### src/inc/bis_pkg.sv
package bis_pkg;

  // ----------------------------------------------------------------
  // timing
  // ----------------------------------------------------------------
  localparam int BIS_CLK_HZ = 100_000_000;
  localparam int BIS_MS_PER_S = 1000;
  localparam int BIS_CYC_PER_MS = BIS_CLK_HZ / BIS_MS_PER_S;
  localparam int BIS_FLAME_ON_MS = 1000;
  localparam int BIS_FLAME_OFF_BASE_MS = 1000;
  localparam int BIS_CNT_W = 40;
  localparam int BIS_FLAME_ON_CYC = BIS_FLAME_ON_MS * BIS_CYC_PER_MS;
  localparam int BIS_FLAME_OFF_BASE_CYC = BIS_FLAME_OFF_BASE_MS * BIS_CYC_PER_MS;

  // ----------------------------------------------------------------
  // register offsets
  // ----------------------------------------------------------------
  localparam logic [7:0] BIS_OFF_CTRL = 8'h00;
  localparam logic [7:0] BIS_OFF_EXT = 8'h04;
  localparam logic [7:0] BIS_OFF_ACCESS = 8'h08;
  localparam logic [7:0] BIS_OFF_STATUS = 8'h0c;
  localparam logic [7:0] BIS_OFF_INTENS = 8'h10;

  // ----------------------------------------------------------------
  // control fields
  // ----------------------------------------------------------------
  localparam int BIS_CTRL_POC_LSB = 0;
  localparam int BIS_CTRL_GMAX_BIT = 2;
  localparam int BIS_CTRL_AND_BIT = 3;
  localparam int BIS_CTRL_RST_LSB = 4;

  // ----------------------------------------------------------------
  // reset values
  // ----------------------------------------------------------------
  localparam logic [1:0] BIS_POC_RST = 2'h1;
  localparam logic BIS_GMAX_RST = 1'b0;
  localparam logic BIS_AND_RST = 1'b0;
  localparam logic [2:0] BIS_RESTART_RST = 3'h0;
  localparam logic [15:0] BIS_EXT_RST = 16'h0777;
  localparam logic [1:0] BIS_ACC_RST = 2'h0;

  // ----------------------------------------------------------------
  // encodings
  // ----------------------------------------------------------------
  localparam logic [1:0] BIS_POC_OFF = 2'h0;
  localparam logic [1:0] BIS_POC_BRIDGE = 2'h1;
  localparam logic [1:0] BIS_POC_CHANGE = 2'h2;
  localparam logic [1:0] BIS_ACC_HE = 2'h1;
  localparam logic [1:0] BIS_ACC_OEM = 2'h2;
  localparam logic [2:0] BIS_RESTART_MAX = 3'h4;
  localparam logic [7:0] BIS_INTENS_MAX = 8'h64;
  localparam logic [4:0] BIS_LOC_FLAME_OR = 5'h02;
  localparam logic [4:0] BIS_LOC_FLAME_AND = 5'h07;
  localparam logic [4:0] BIS_LOC_POC = 5'h0e;
  localparam logic [4:0] BIS_LOC_GMAX = 5'h15;

  typedef enum logic [1:0] {
    BIS_ST_RUN = 2'b01,
    BIS_ST_LOCK = 2'b10
  } bis_state_t;

endpackage

### src/core/bis_sync2.sv
`timescale 1ns/10ps
module bis_sync2 import bis_pkg::*; #(
  parameter int W = 1
) (
  input wire logic hclk,
  input wire logic hresetn,
  input wire logic [W-1:0] d,
  output logic [W-1:0] q
);

  typedef struct packed {
    logic [W-1:0] s1;
    logic [W-1:0] s2;
  } bis_sync_t;

  bis_sync_t r;
  bis_sync_t next_r;

  // first stage is read by the second stage only
  always_comb
  begin
    next_r.s1 = d;
    next_r.s2 = r.s1;
  end

  always_ff @(posedge hclk or negedge hresetn)
  begin
    if (!hresetn)
      r <= '0;
    else
      r <= next_r;
  end

  assign q = r.s2;

endmodule

### src/core/bis_flame_filter.sv
`timescale 1ns/10ps
module bis_flame_filter import bis_pkg::*; #(
  parameter int CW = BIS_CNT_W
) (
  input wire logic hclk,
  input wire logic hresetn,
  input wire logic raw,
  input wire logic [CW-1:0] on_cycles,
  input wire logic [CW-1:0] off_cycles,
  output logic filt
);

  localparam logic [CW-1:0] ONE = CW'(1);

  typedef struct packed {
    logic [CW-1:0] cnt;
    logic filt;
  } bis_filt_t;

  bis_filt_t r;
  bis_filt_t next_r;
  logic [CW-1:0] target;

  // ----------------------------------------------------------------
  // stability counter
  // ----------------------------------------------------------------
  // a glitch restarts the count, so short flicker never toggles the output
  always_comb
  begin
    next_r = r;
    target = raw ? on_cycles : off_cycles;
    if (raw == r.filt)
      next_r.cnt = '0;
    else if (r.cnt + ONE >= target)
    begin
      next_r.filt = raw;
      next_r.cnt = '0;
    end
    else
      next_r.cnt = r.cnt + ONE;
  end

  always_ff @(posedge hclk or negedge hresetn)
  begin
    if (!hresetn)
      r <= '0;
    else
      r <= next_r;
  end

  assign filt = r.filt;
endmodule

### src/core/bis_supervisor.sv
// Overview of operation
// - proof contact mode zero: contact input ignored completely.
// - mode one: contact must be closed in startup and shutdown.
// - mode two: also contact must be open when entering operation.
// - wrong contact level in a checked phase locks out, code 14.
// - proof contact mode resets to one.
// - proof contact mode writable from heating engineer level.
// - one bit enables maximum gas pressure supervision.
// - maximum pressure watched only in operation from second interval on.
// - maximum pressure switch open while watched locks out, code 21.
// - maximum pressure switch ignored before second interval.
// - flame channels combined by OR at zero; at one by AND past second safety, else OR.
// - flame appearance recognised within one second, fixed.
// - zero extension: flame fault reaction within one second.
// - flame fault reaction is one second plus set extension.
// - extension resets to 1.911 seconds.
// - restart limit: settings 0,1 none; 2,3,4 give one to three.
// - ionization intensity readable as 0 to 100 percent.
// - AND mode: one flame after first safety, else 2; both after second, else 7.
// - OR mode: no flame during operation locks out, code 2.
// - extraneous light always checked by OR in startup and shutdown, until past first safety.
`timescale 1ns/10ps
module bis_supervisor import bis_pkg::*; #(
  parameter int CYC_PER_MS = BIS_CYC_PER_MS,
  parameter int FLAME_ON_CYC = BIS_FLAME_ON_CYC,
  parameter int FLAME_OFF_BASE_CYC = BIS_FLAME_OFF_BASE_CYC
) (
  input wire logic hclk,
  input wire logic hresetn,
  input wire logic hsel,
  input wire logic [31:0] haddr,
  input wire logic [1:0] htrans,
  input wire logic hwrite,
  input wire logic [2:0] hsize,
  input wire logic [31:0] hwdata,
  input wire logic hready,
  output logic hreadyout,
  output logic hresp,
  output logic [31:0] hrdata,
  input wire logic proof_contact_pin,
  input wire logic gas_max_pin,
  input wire logic ion_flame_pin,
  input wire logic optical_flame_pin,
  input wire logic [7:0] ion_intensity,
  input wire logic phase_startup,
  input wire logic phase_shutdown,
  input wire logic phase_enter_operation,
  input wire logic phase_operation,
  input wire logic second_interval,
  input wire logic past_first_safety,
  input wire logic past_second_safety,
  input wire logic cycle_start,
  input wire logic unlock_req,
  output logic lockout_req,
  output logic [4:0] lockout_code,
  output logic restart_req,
  output logic extraneous_light,
  output logic flame_ok
);

  typedef struct packed {
    logic aw_act;
    logic aw_write;
    logic [7:0] aw_addr;
    logic [31:0] hrdata;
    logic [1:0] poc_cfg;
    logic gmax_en;
    logic and_mode;
    logic [2:0] restart_cfg;
    logic [15:0] ext_ms;
    logic [1:0] acc;
    bis_state_t st;
    logic [4:0] code;
    logic [1:0] restarts;
    logic restart_req;
    logic fault_q;
    logic extraneous;
    logic flame_ok;
    logic [6:0] intensity;
    logic [BIS_CNT_W-1:0] off_cyc;
  } bis_main_t;

  bis_main_t q;
  bis_main_t n;

  // ----------------------------------------------------------------
  // input synchronisers and flame filters
  // ----------------------------------------------------------------
  logic [3:0] pins_s;
  logic poc_closed;
  logic gmax_closed;
  logic [1:0] flame_f;

  bis_sync2 #(.W(4)) u_sync (
    .hclk(hclk),
    .hresetn(hresetn),
    .d({optical_flame_pin, ion_flame_pin, gas_max_pin, proof_contact_pin}),
    .q(pins_s)
  );

  assign poc_closed = pins_s[0];
  assign gmax_closed = pins_s[1];

  genvar gi;
  generate
    for (gi = 0; gi < 2; gi++)
    begin : g_flame
      bis_flame_filter #(.CW(BIS_CNT_W)) u_filt (
        .hclk(hclk),
        .hresetn(hresetn),
        .raw(pins_s[2 + gi]),
        .on_cycles(BIS_CNT_W'(FLAME_ON_CYC)),
        .off_cycles(q.off_cyc),
        .filt(flame_f[gi])
      );
    end
  endgenerate

  // ----------------------------------------------------------------
  // helpers
  // ----------------------------------------------------------------
  function automatic logic [1:0] bis_allowed(input logic [2:0] cfg);
    begin
      if (cfg <= 3'h1)
        bis_allowed = 2'h0;
      else if (cfg >= BIS_RESTART_MAX)
        bis_allowed = 2'h3;
      else
        bis_allowed = 2'(cfg - 3'h1);
    end
  endfunction

  function automatic logic [31:0] bis_rd(input logic [7:0] addr, input bis_main_t s, input logic [1:0] fl);
    begin
      case (addr)
        BIS_OFF_CTRL: bis_rd = {25'h0, s.restart_cfg, s.and_mode, s.gmax_en, s.poc_cfg};
        BIS_OFF_EXT: bis_rd = {16'h0, s.ext_ms};
        BIS_OFF_ACCESS: bis_rd = {30'h0, s.acc};
        BIS_OFF_STATUS: bis_rd = {20'h0, s.extraneous, fl, s.flame_ok, s.restarts, s.st == BIS_ST_LOCK, s.code};
        BIS_OFF_INTENS: bis_rd = {25'h0, s.intensity};
        default: bis_rd = 32'h0;
      endcase
    end
  endfunction

  // ----------------------------------------------------------------
  // supervision terms
  // ----------------------------------------------------------------
  logic checked_phase;
  logic poc_bad;
  logic poc_chg_bad;
  logic gmax_bad;
  logic flame_any;
  logic flame_need;
  logic flame_fault;
  logic fault_rise;
  logic [4:0] fault_code;
  logic evt;
  logic [4:0] evt_code;
  logic restart_ok;

  always_comb
  begin
    checked_phase = phase_startup || phase_shutdown;
    poc_bad = (q.poc_cfg != BIS_POC_OFF) && checked_phase && !poc_closed;
    poc_chg_bad = (q.poc_cfg == BIS_POC_CHANGE) && phase_enter_operation && poc_closed;
    gmax_bad = q.gmax_en && phase_operation && second_interval && !gmax_closed;
    flame_any = flame_f[0] || flame_f[1];
    if (q.and_mode && past_second_safety)
      flame_need = flame_f[0] && flame_f[1];
    else
      flame_need = flame_any;
    flame_fault = past_first_safety && !flame_need;
    fault_rise = flame_fault && !q.fault_q;
    fault_code = (q.and_mode && past_second_safety) ? BIS_LOC_FLAME_AND : BIS_LOC_FLAME_OR;
    restart_ok = q.restarts < bis_allowed(q.restart_cfg);
    evt = 1'b0;
    evt_code = 5'h00;
    // contact faults outrank pressure, pressure outranks flame
    if (poc_bad || poc_chg_bad)
    begin
      evt = 1'b1;
      evt_code = BIS_LOC_POC;
    end
    else if (gmax_bad)
    begin
      evt = 1'b1;
      evt_code = BIS_LOC_GMAX;
    end
    else if (fault_rise && !restart_ok)
    begin
      evt = 1'b1;
      evt_code = fault_code;
    end
  end

  // ----------------------------------------------------------------
  // next state
  // ----------------------------------------------------------------
  always_comb
  begin
    n = q;
    n.restart_req = 1'b0;
    n.fault_q = flame_fault;
    n.extraneous = checked_phase && !past_first_safety && flame_any;
    n.flame_ok = flame_need;
    n.intensity = (ion_intensity > BIS_INTENS_MAX) ? BIS_INTENS_MAX[6:0] : ion_intensity[6:0];
    // extension multiplied out every cycle, keeps the filter compare cheap
    n.off_cyc = BIS_CNT_W'(FLAME_OFF_BASE_CYC) + BIS_CNT_W'(q.ext_ms) * BIS_CNT_W'(CYC_PER_MS);

    // register writes in the data phase
    if (q.aw_act && q.aw_write)
    begin
      case (q.aw_addr)
        BIS_OFF_CTRL:
        begin
          if (q.acc >= BIS_ACC_HE && hwdata[BIS_CTRL_POC_LSB +: 2] <= BIS_POC_CHANGE)
            n.poc_cfg = hwdata[BIS_CTRL_POC_LSB +: 2];
          if (q.acc >= BIS_ACC_OEM)
          begin
            n.gmax_en = hwdata[BIS_CTRL_GMAX_BIT];
            n.and_mode = hwdata[BIS_CTRL_AND_BIT];
            if (hwdata[BIS_CTRL_RST_LSB +: 3] <= BIS_RESTART_MAX)
              n.restart_cfg = hwdata[BIS_CTRL_RST_LSB +: 3];
          end
        end
        BIS_OFF_EXT:
        begin
          if (q.acc >= BIS_ACC_OEM)
            n.ext_ms = hwdata[15:0];
        end
        BIS_OFF_ACCESS: n.acc = hwdata[1:0];
        default: ;
      endcase
    end

    // address phase capture, zero wait states
    n.aw_act = hsel && hready && htrans[1];
    if (hsel && hready)
    begin
      n.aw_write = hwrite;
      n.aw_addr = haddr[7:0];
    end
    if (hsel && hready && htrans[1] && !hwrite)
      n.hrdata = bis_rd(haddr[7:0], n, flame_f);

    // lockout and restart control
    case (q.st)
      BIS_ST_RUN:
      begin
        if (cycle_start)
          n.restarts = 2'h0;
        if (evt)
        begin
          n.st = BIS_ST_LOCK;
          n.code = evt_code;
        end
        else if (fault_rise)
        begin
          n.restart_req = 1'b1;
          n.restarts = 2'(q.restarts + 2'h1);
        end
      end
      BIS_ST_LOCK:
      begin
        // a fault in the unlock cycle keeps the lockout
        if (unlock_req && evt)
          n.code = evt_code;
        else if (unlock_req)
        begin
          n.st = BIS_ST_RUN;
          n.code = 5'h00;
          n.restarts = 2'h0;
        end
      end
      default:
      begin
        n.st = BIS_ST_LOCK;
        n.code = 5'h00;
      end
    endcase
  end

  always_ff @(posedge hclk or negedge hresetn)
  begin
    if (!hresetn)
    begin
      q <= '0;
      q.poc_cfg <= BIS_POC_RST;
      q.gmax_en <= BIS_GMAX_RST;
      q.and_mode <= BIS_AND_RST;
      q.restart_cfg <= BIS_RESTART_RST;
      q.ext_ms <= BIS_EXT_RST;
      q.acc <= BIS_ACC_RST;
      q.st <= BIS_ST_RUN;
    end
    else
      q <= n;
  end

  // ----------------------------------------------------------------
  // outputs
  // ----------------------------------------------------------------
  assign hreadyout = 1'b1;
  assign hresp = 1'b0;
  assign hrdata = q.hrdata;
  assign lockout_req = q.st == BIS_ST_LOCK;
  assign lockout_code = q.code;
  assign restart_req = q.restart_req;
  assign extraneous_light = q.extraneous;
  assign flame_ok = q.flame_ok;
endmodule

### config.mk
export PLATFORM = sky130hd
export DESIGN_NAME = bis_supervisor
export DESIGN_NICKNAME = d
export VERILOG_FILES = /design/src/inc/bis_pkg.sv /design/src/core/bis_sync2.sv /design/src/core/bis_flame_filter.sv /design/src/core/bis_supervisor.sv
export SDC_FILE = /design/constraint.sdc
export NUM_CORES = 1
export LEC_CHECK = 0
export BUFFER_PORTS_ARGS = -buffer_cell sky130_fd_sc_hd__buf_2
export CORE_MARGIN = 1
export CORE_UTILIZATION = 50
export CTS_CLUSTER_SIZE = 12
export DETAILED_ROUTE_END_ITERATION = 10
export HOLD_SLACK_MARGIN = 0.12
export PLACE_DENSITY = 0.69
export SYNTH_ARGS = -nofsm -noshare
export SYNTH_HDL_FRONTEND = slang
export SYNTH_SLANG_ARGS = --single-unit
export TNS_END_PERCENT = 20
### constraint.sdc
create_clock -name hclk -period 6 [get_ports hclk]
set_input_delay 0.3 -clock hclk [delete_from_list [all_inputs] [get_ports hclk]]
set_output_delay 0.3 -clock hclk [all_outputs]
set_load 0.02 [all_outputs]
==> results.md <==
- Mapped Area: 0.0141 mm^2
- Critical Path RT: 6.36 ns
- Reg2reg start: q[66]$_DFF_PN1_
- Startpoint Class: flip-flop
- CP cell instances: ha_1 -> ha_1 -> xor2_1 -> ha_1 -> a31o_2 -> fa_1 -> inv_1 -> fa_1 -> inv_1 -> ha_1 -> a21oi_2 -> a21oi_1 -> nor2b_1 -> a31oi_1 -> o311ai_1 -> o41ai_2 -> a2111oi_2 -> xnor2_1
- GRT Util Overall: 22.0%
- Highest cell delay on the worst timing path: 0.60 ns
- Die width: 170 um
- # IOs: 138
- CTS Buf Count: 17
- HPWL after DPL: 23800 um
- Initial antenna violation count: 0
- Drt drc: 0
- Grt total ovfl: 0
- H-tree Lvls: 4
- Flops & latches, synth: 183
- Die Area: 0.0290 mm^2
- Top-count cell post-synth: ha_1
- Number of diodes: 0
- Largest net degree at the start of global routing: 108
- Final setup viols: 0
- Peak supply drop: 0.279 mV
- Outcome: completed
- FF-to-FF setup slack: 0.41 ns
- Synth cell types: 92
- Post-CTS Setup Inserts: 0
- Final wirelength: 30400 um
- Worst Hold End: q[121]$_DFFE_PN0P_
- Die height: 170 um
- DP Area: 0.0147 mm^2
- DR vias: 10400
- Slew headroom: 36.8%
- Leading post-synthesis cells by cell area: dfrtp_1, ha_1, fa_1
- Cells after synthesis: 1453
- GPL Wtd Cong: 0.874
- Ys flop type: dfrtp_1
- WHS Path Cells: 2
- Fin nets: 1847
- RSZ-0062 raised after global routing: false
- Area leader, netlist: dfrtp_1
- Synth top cells by count: ha_1, dfrtp_1, inv_1
- Clock Skew: 0.0133 ns
- CP Buf/Inv Count: 2
- Max clock buf depth: 2
- FFs w/ async S/R, synth: 100%
- Worst skew pair latency: 0.44 ns
- Drt pass-1 iters: 6
- # fillers: 2486
- Fmax: 0.179 GHz
- WP data arrival: 5.95 ns
- Drt wl/cell: 15.8 um
- Sequential area share after synthesis: 32.5%
- Top delay family on crit path: adder cells
- Reg2reg path depth: 18
- Crit path capture type: flip-flop
- Clk sinks: 183
- Synth top area share: 30.4%
- Final core utilization: 56.0%
- CTS root buf: clkbuf_16
- CTS tree: built
- Most frequent CP cell: ha_1
- Post-layout min period: 5.59 ns
- Core area: 0.0278 mm^2
- Final ANT Viol Nets: 0
- Area Overhead vs Synth: 9.90%
- Share of the clock period used by the worst path: 93.1%
- Final hold violations: 0
- Worst slew pin tran: 0.945 ns
- Critical Path Fanout Max: 9
- Crit Path Category: flip-flop to flip-flop
- Vias per cell: 5.40
- Starting Density: 50.9%
- HP Class: input pin to flip-flop
- Vias in the first global route: 10400
- Max-Cap Viols: 0
- PortBufs: 75
- Syn Area/Cell: 9.74 um^2
- TNS Setup: 0 ns
- Cell row count: 61
- RR Endpoint: q[32]$_DFF_PN0_
- First-pass GRT wire length: 50500 um
- Clock slew at reported path FFs: 0.08 ns
- Pwr dens: 386 mW/mm^2
- Leakage: 0.00764 uW
- Yosys warning count: 0
- Hold Crit Start: haddr[4]
- Worst path slowest cell: dfstp_2
- Initial DRC count: 566
- Final instance area: 0.0156 mm^2
- Max Slew Vio Count: 0
- Layout cells sized above 1: 12.2%
- Number of synthesized flops with an enable pin: 0
-- through the flow --
stage               instances  power, uW  setup slack [ns]  hold WS (ns)
floorplan                1481       4200             0.844       0.00441
global placement         1870       4780             0.454         0.332
detailed placement       1870       4850             0.383         0.339
CTS                      1925       6010             0.345         0.125
global route             1925       6520           0.00810         0.124
finish                   1925       6010             0.411         0.132
-- where the power goes --
| group | leakage, uW | switching (uW) | total, uW | internal, uW |
|---|---|---|---|---|
| clock | 0.000282 | 518 | 1140 | 626 |
| sequential | 0.00235 | 132 | 1540 | 1400 |
| combinational | 0.00500 | 1950 | 3330 | 1370 |
| total | 0.00764 | 2600 | 6010 | 3400 |
-- what timing repair did --
action                                 in CTS  in global routing
resized for setup                           0                  1
endpoints found under the hold margin     125                  0
hold buffers                               23                  0
setup endpoints to repair                   0                  4
-- cells by family after synthesis --
logic type	count (synthesis)	synth area share, %
AO/OA/AOI/OAI	227	11.9
XOR/XNOR	113	7.05
other	2	0.0531
adder cells (fa/ha/maj)	219	21.3
buffers and inverters	187	6.13
AND/OR/NAND/NOR	484	18.2
multiplexers	38	2.98
flip-flops	183	32.5
-- area by class of cell --
type	instances	area [um^2]	area share (%)
Inverter	119	447	2.87
Clock inverter	14	163	1.05
Clock buffer	18	429	2.76
Multi-Input combinational cell	1111	8800	56.6
Sequential cell	183	4590	29.5
Timing Repair Buffer	102	644	4.14
Tap cell	378	473	3.04
-- cell usage in the layout (no fill, tap or decap), types with 6 or more instances in the layout --
master         count
ha_1             182
dfrtp_1          172
inv_1            119
nor2_1           108
nand2_1           94
buf_2             74
nor2b_1           69
xnor2_1           64
xor2_1            48
a21oi_1           48
nand2b_1          41
nand3_1           40
fa_1              36
o21ai_0           33
mux2_2            32
a21o_1            30
conb_1            30
and3_1            26
nand4_1           25
dlygate4sd3_1     23
clkbuf_16         17
nor3_1            16
and2_1            13
a211oi_1          11
dfstp_2           11
o211ai_1          10
o21a_1             8
a31oi_1            7
or3_1              7
and4_1             6
a221o_1            6
nor3b_1            6
-- sequential cells by signal, summed over array words and instances (netlist names) --
signal               count
g_flame.u_filt.r        80
extraneous_light         1
restart_req              1
flame_ok                 1
hrdata                  16
q                       69
u_sync.next_r            4
u_sync.q                 4
g_flame.u_filt.filt      2
lockout_code             5
-- metal layers --
layer	share of wire, %	GRT usage (%)	vias up
met3	3.1	3.40	42
met4	1.8	6.42	0
li1	-	-	5143
met5	0	0	-
met1	46	29.0	5052
met2	49	37.3	163
-- worst max path at each step --
stage | start | endpoint | cells past startpoint
6_report | q[66]$_DFF_PN1_ | q[32]$_DFF_PN0_ | 18
5_1_grt | q[66]$_DFF_PN1_ | q[33]$_DFF_PN0_ | 18
4_1_cts | q[66]$_DFF_PN1_ | q[33]$_DFF_PN0_ | 18
3_5_place_dp | q[66]$_DFF_PN1_ | q[33]$_DFF_PN0_ | 18
3_3_place_gp | q[66]$_DFF_PN1_ | q[33]$_DFF_PN0_ | 18
2_1_floorplan | q[66]$_DFF_PN1_ | q[33]$_DFF_PN0_ | 19
Note: power is estimated with default switching activity, not from simulation.
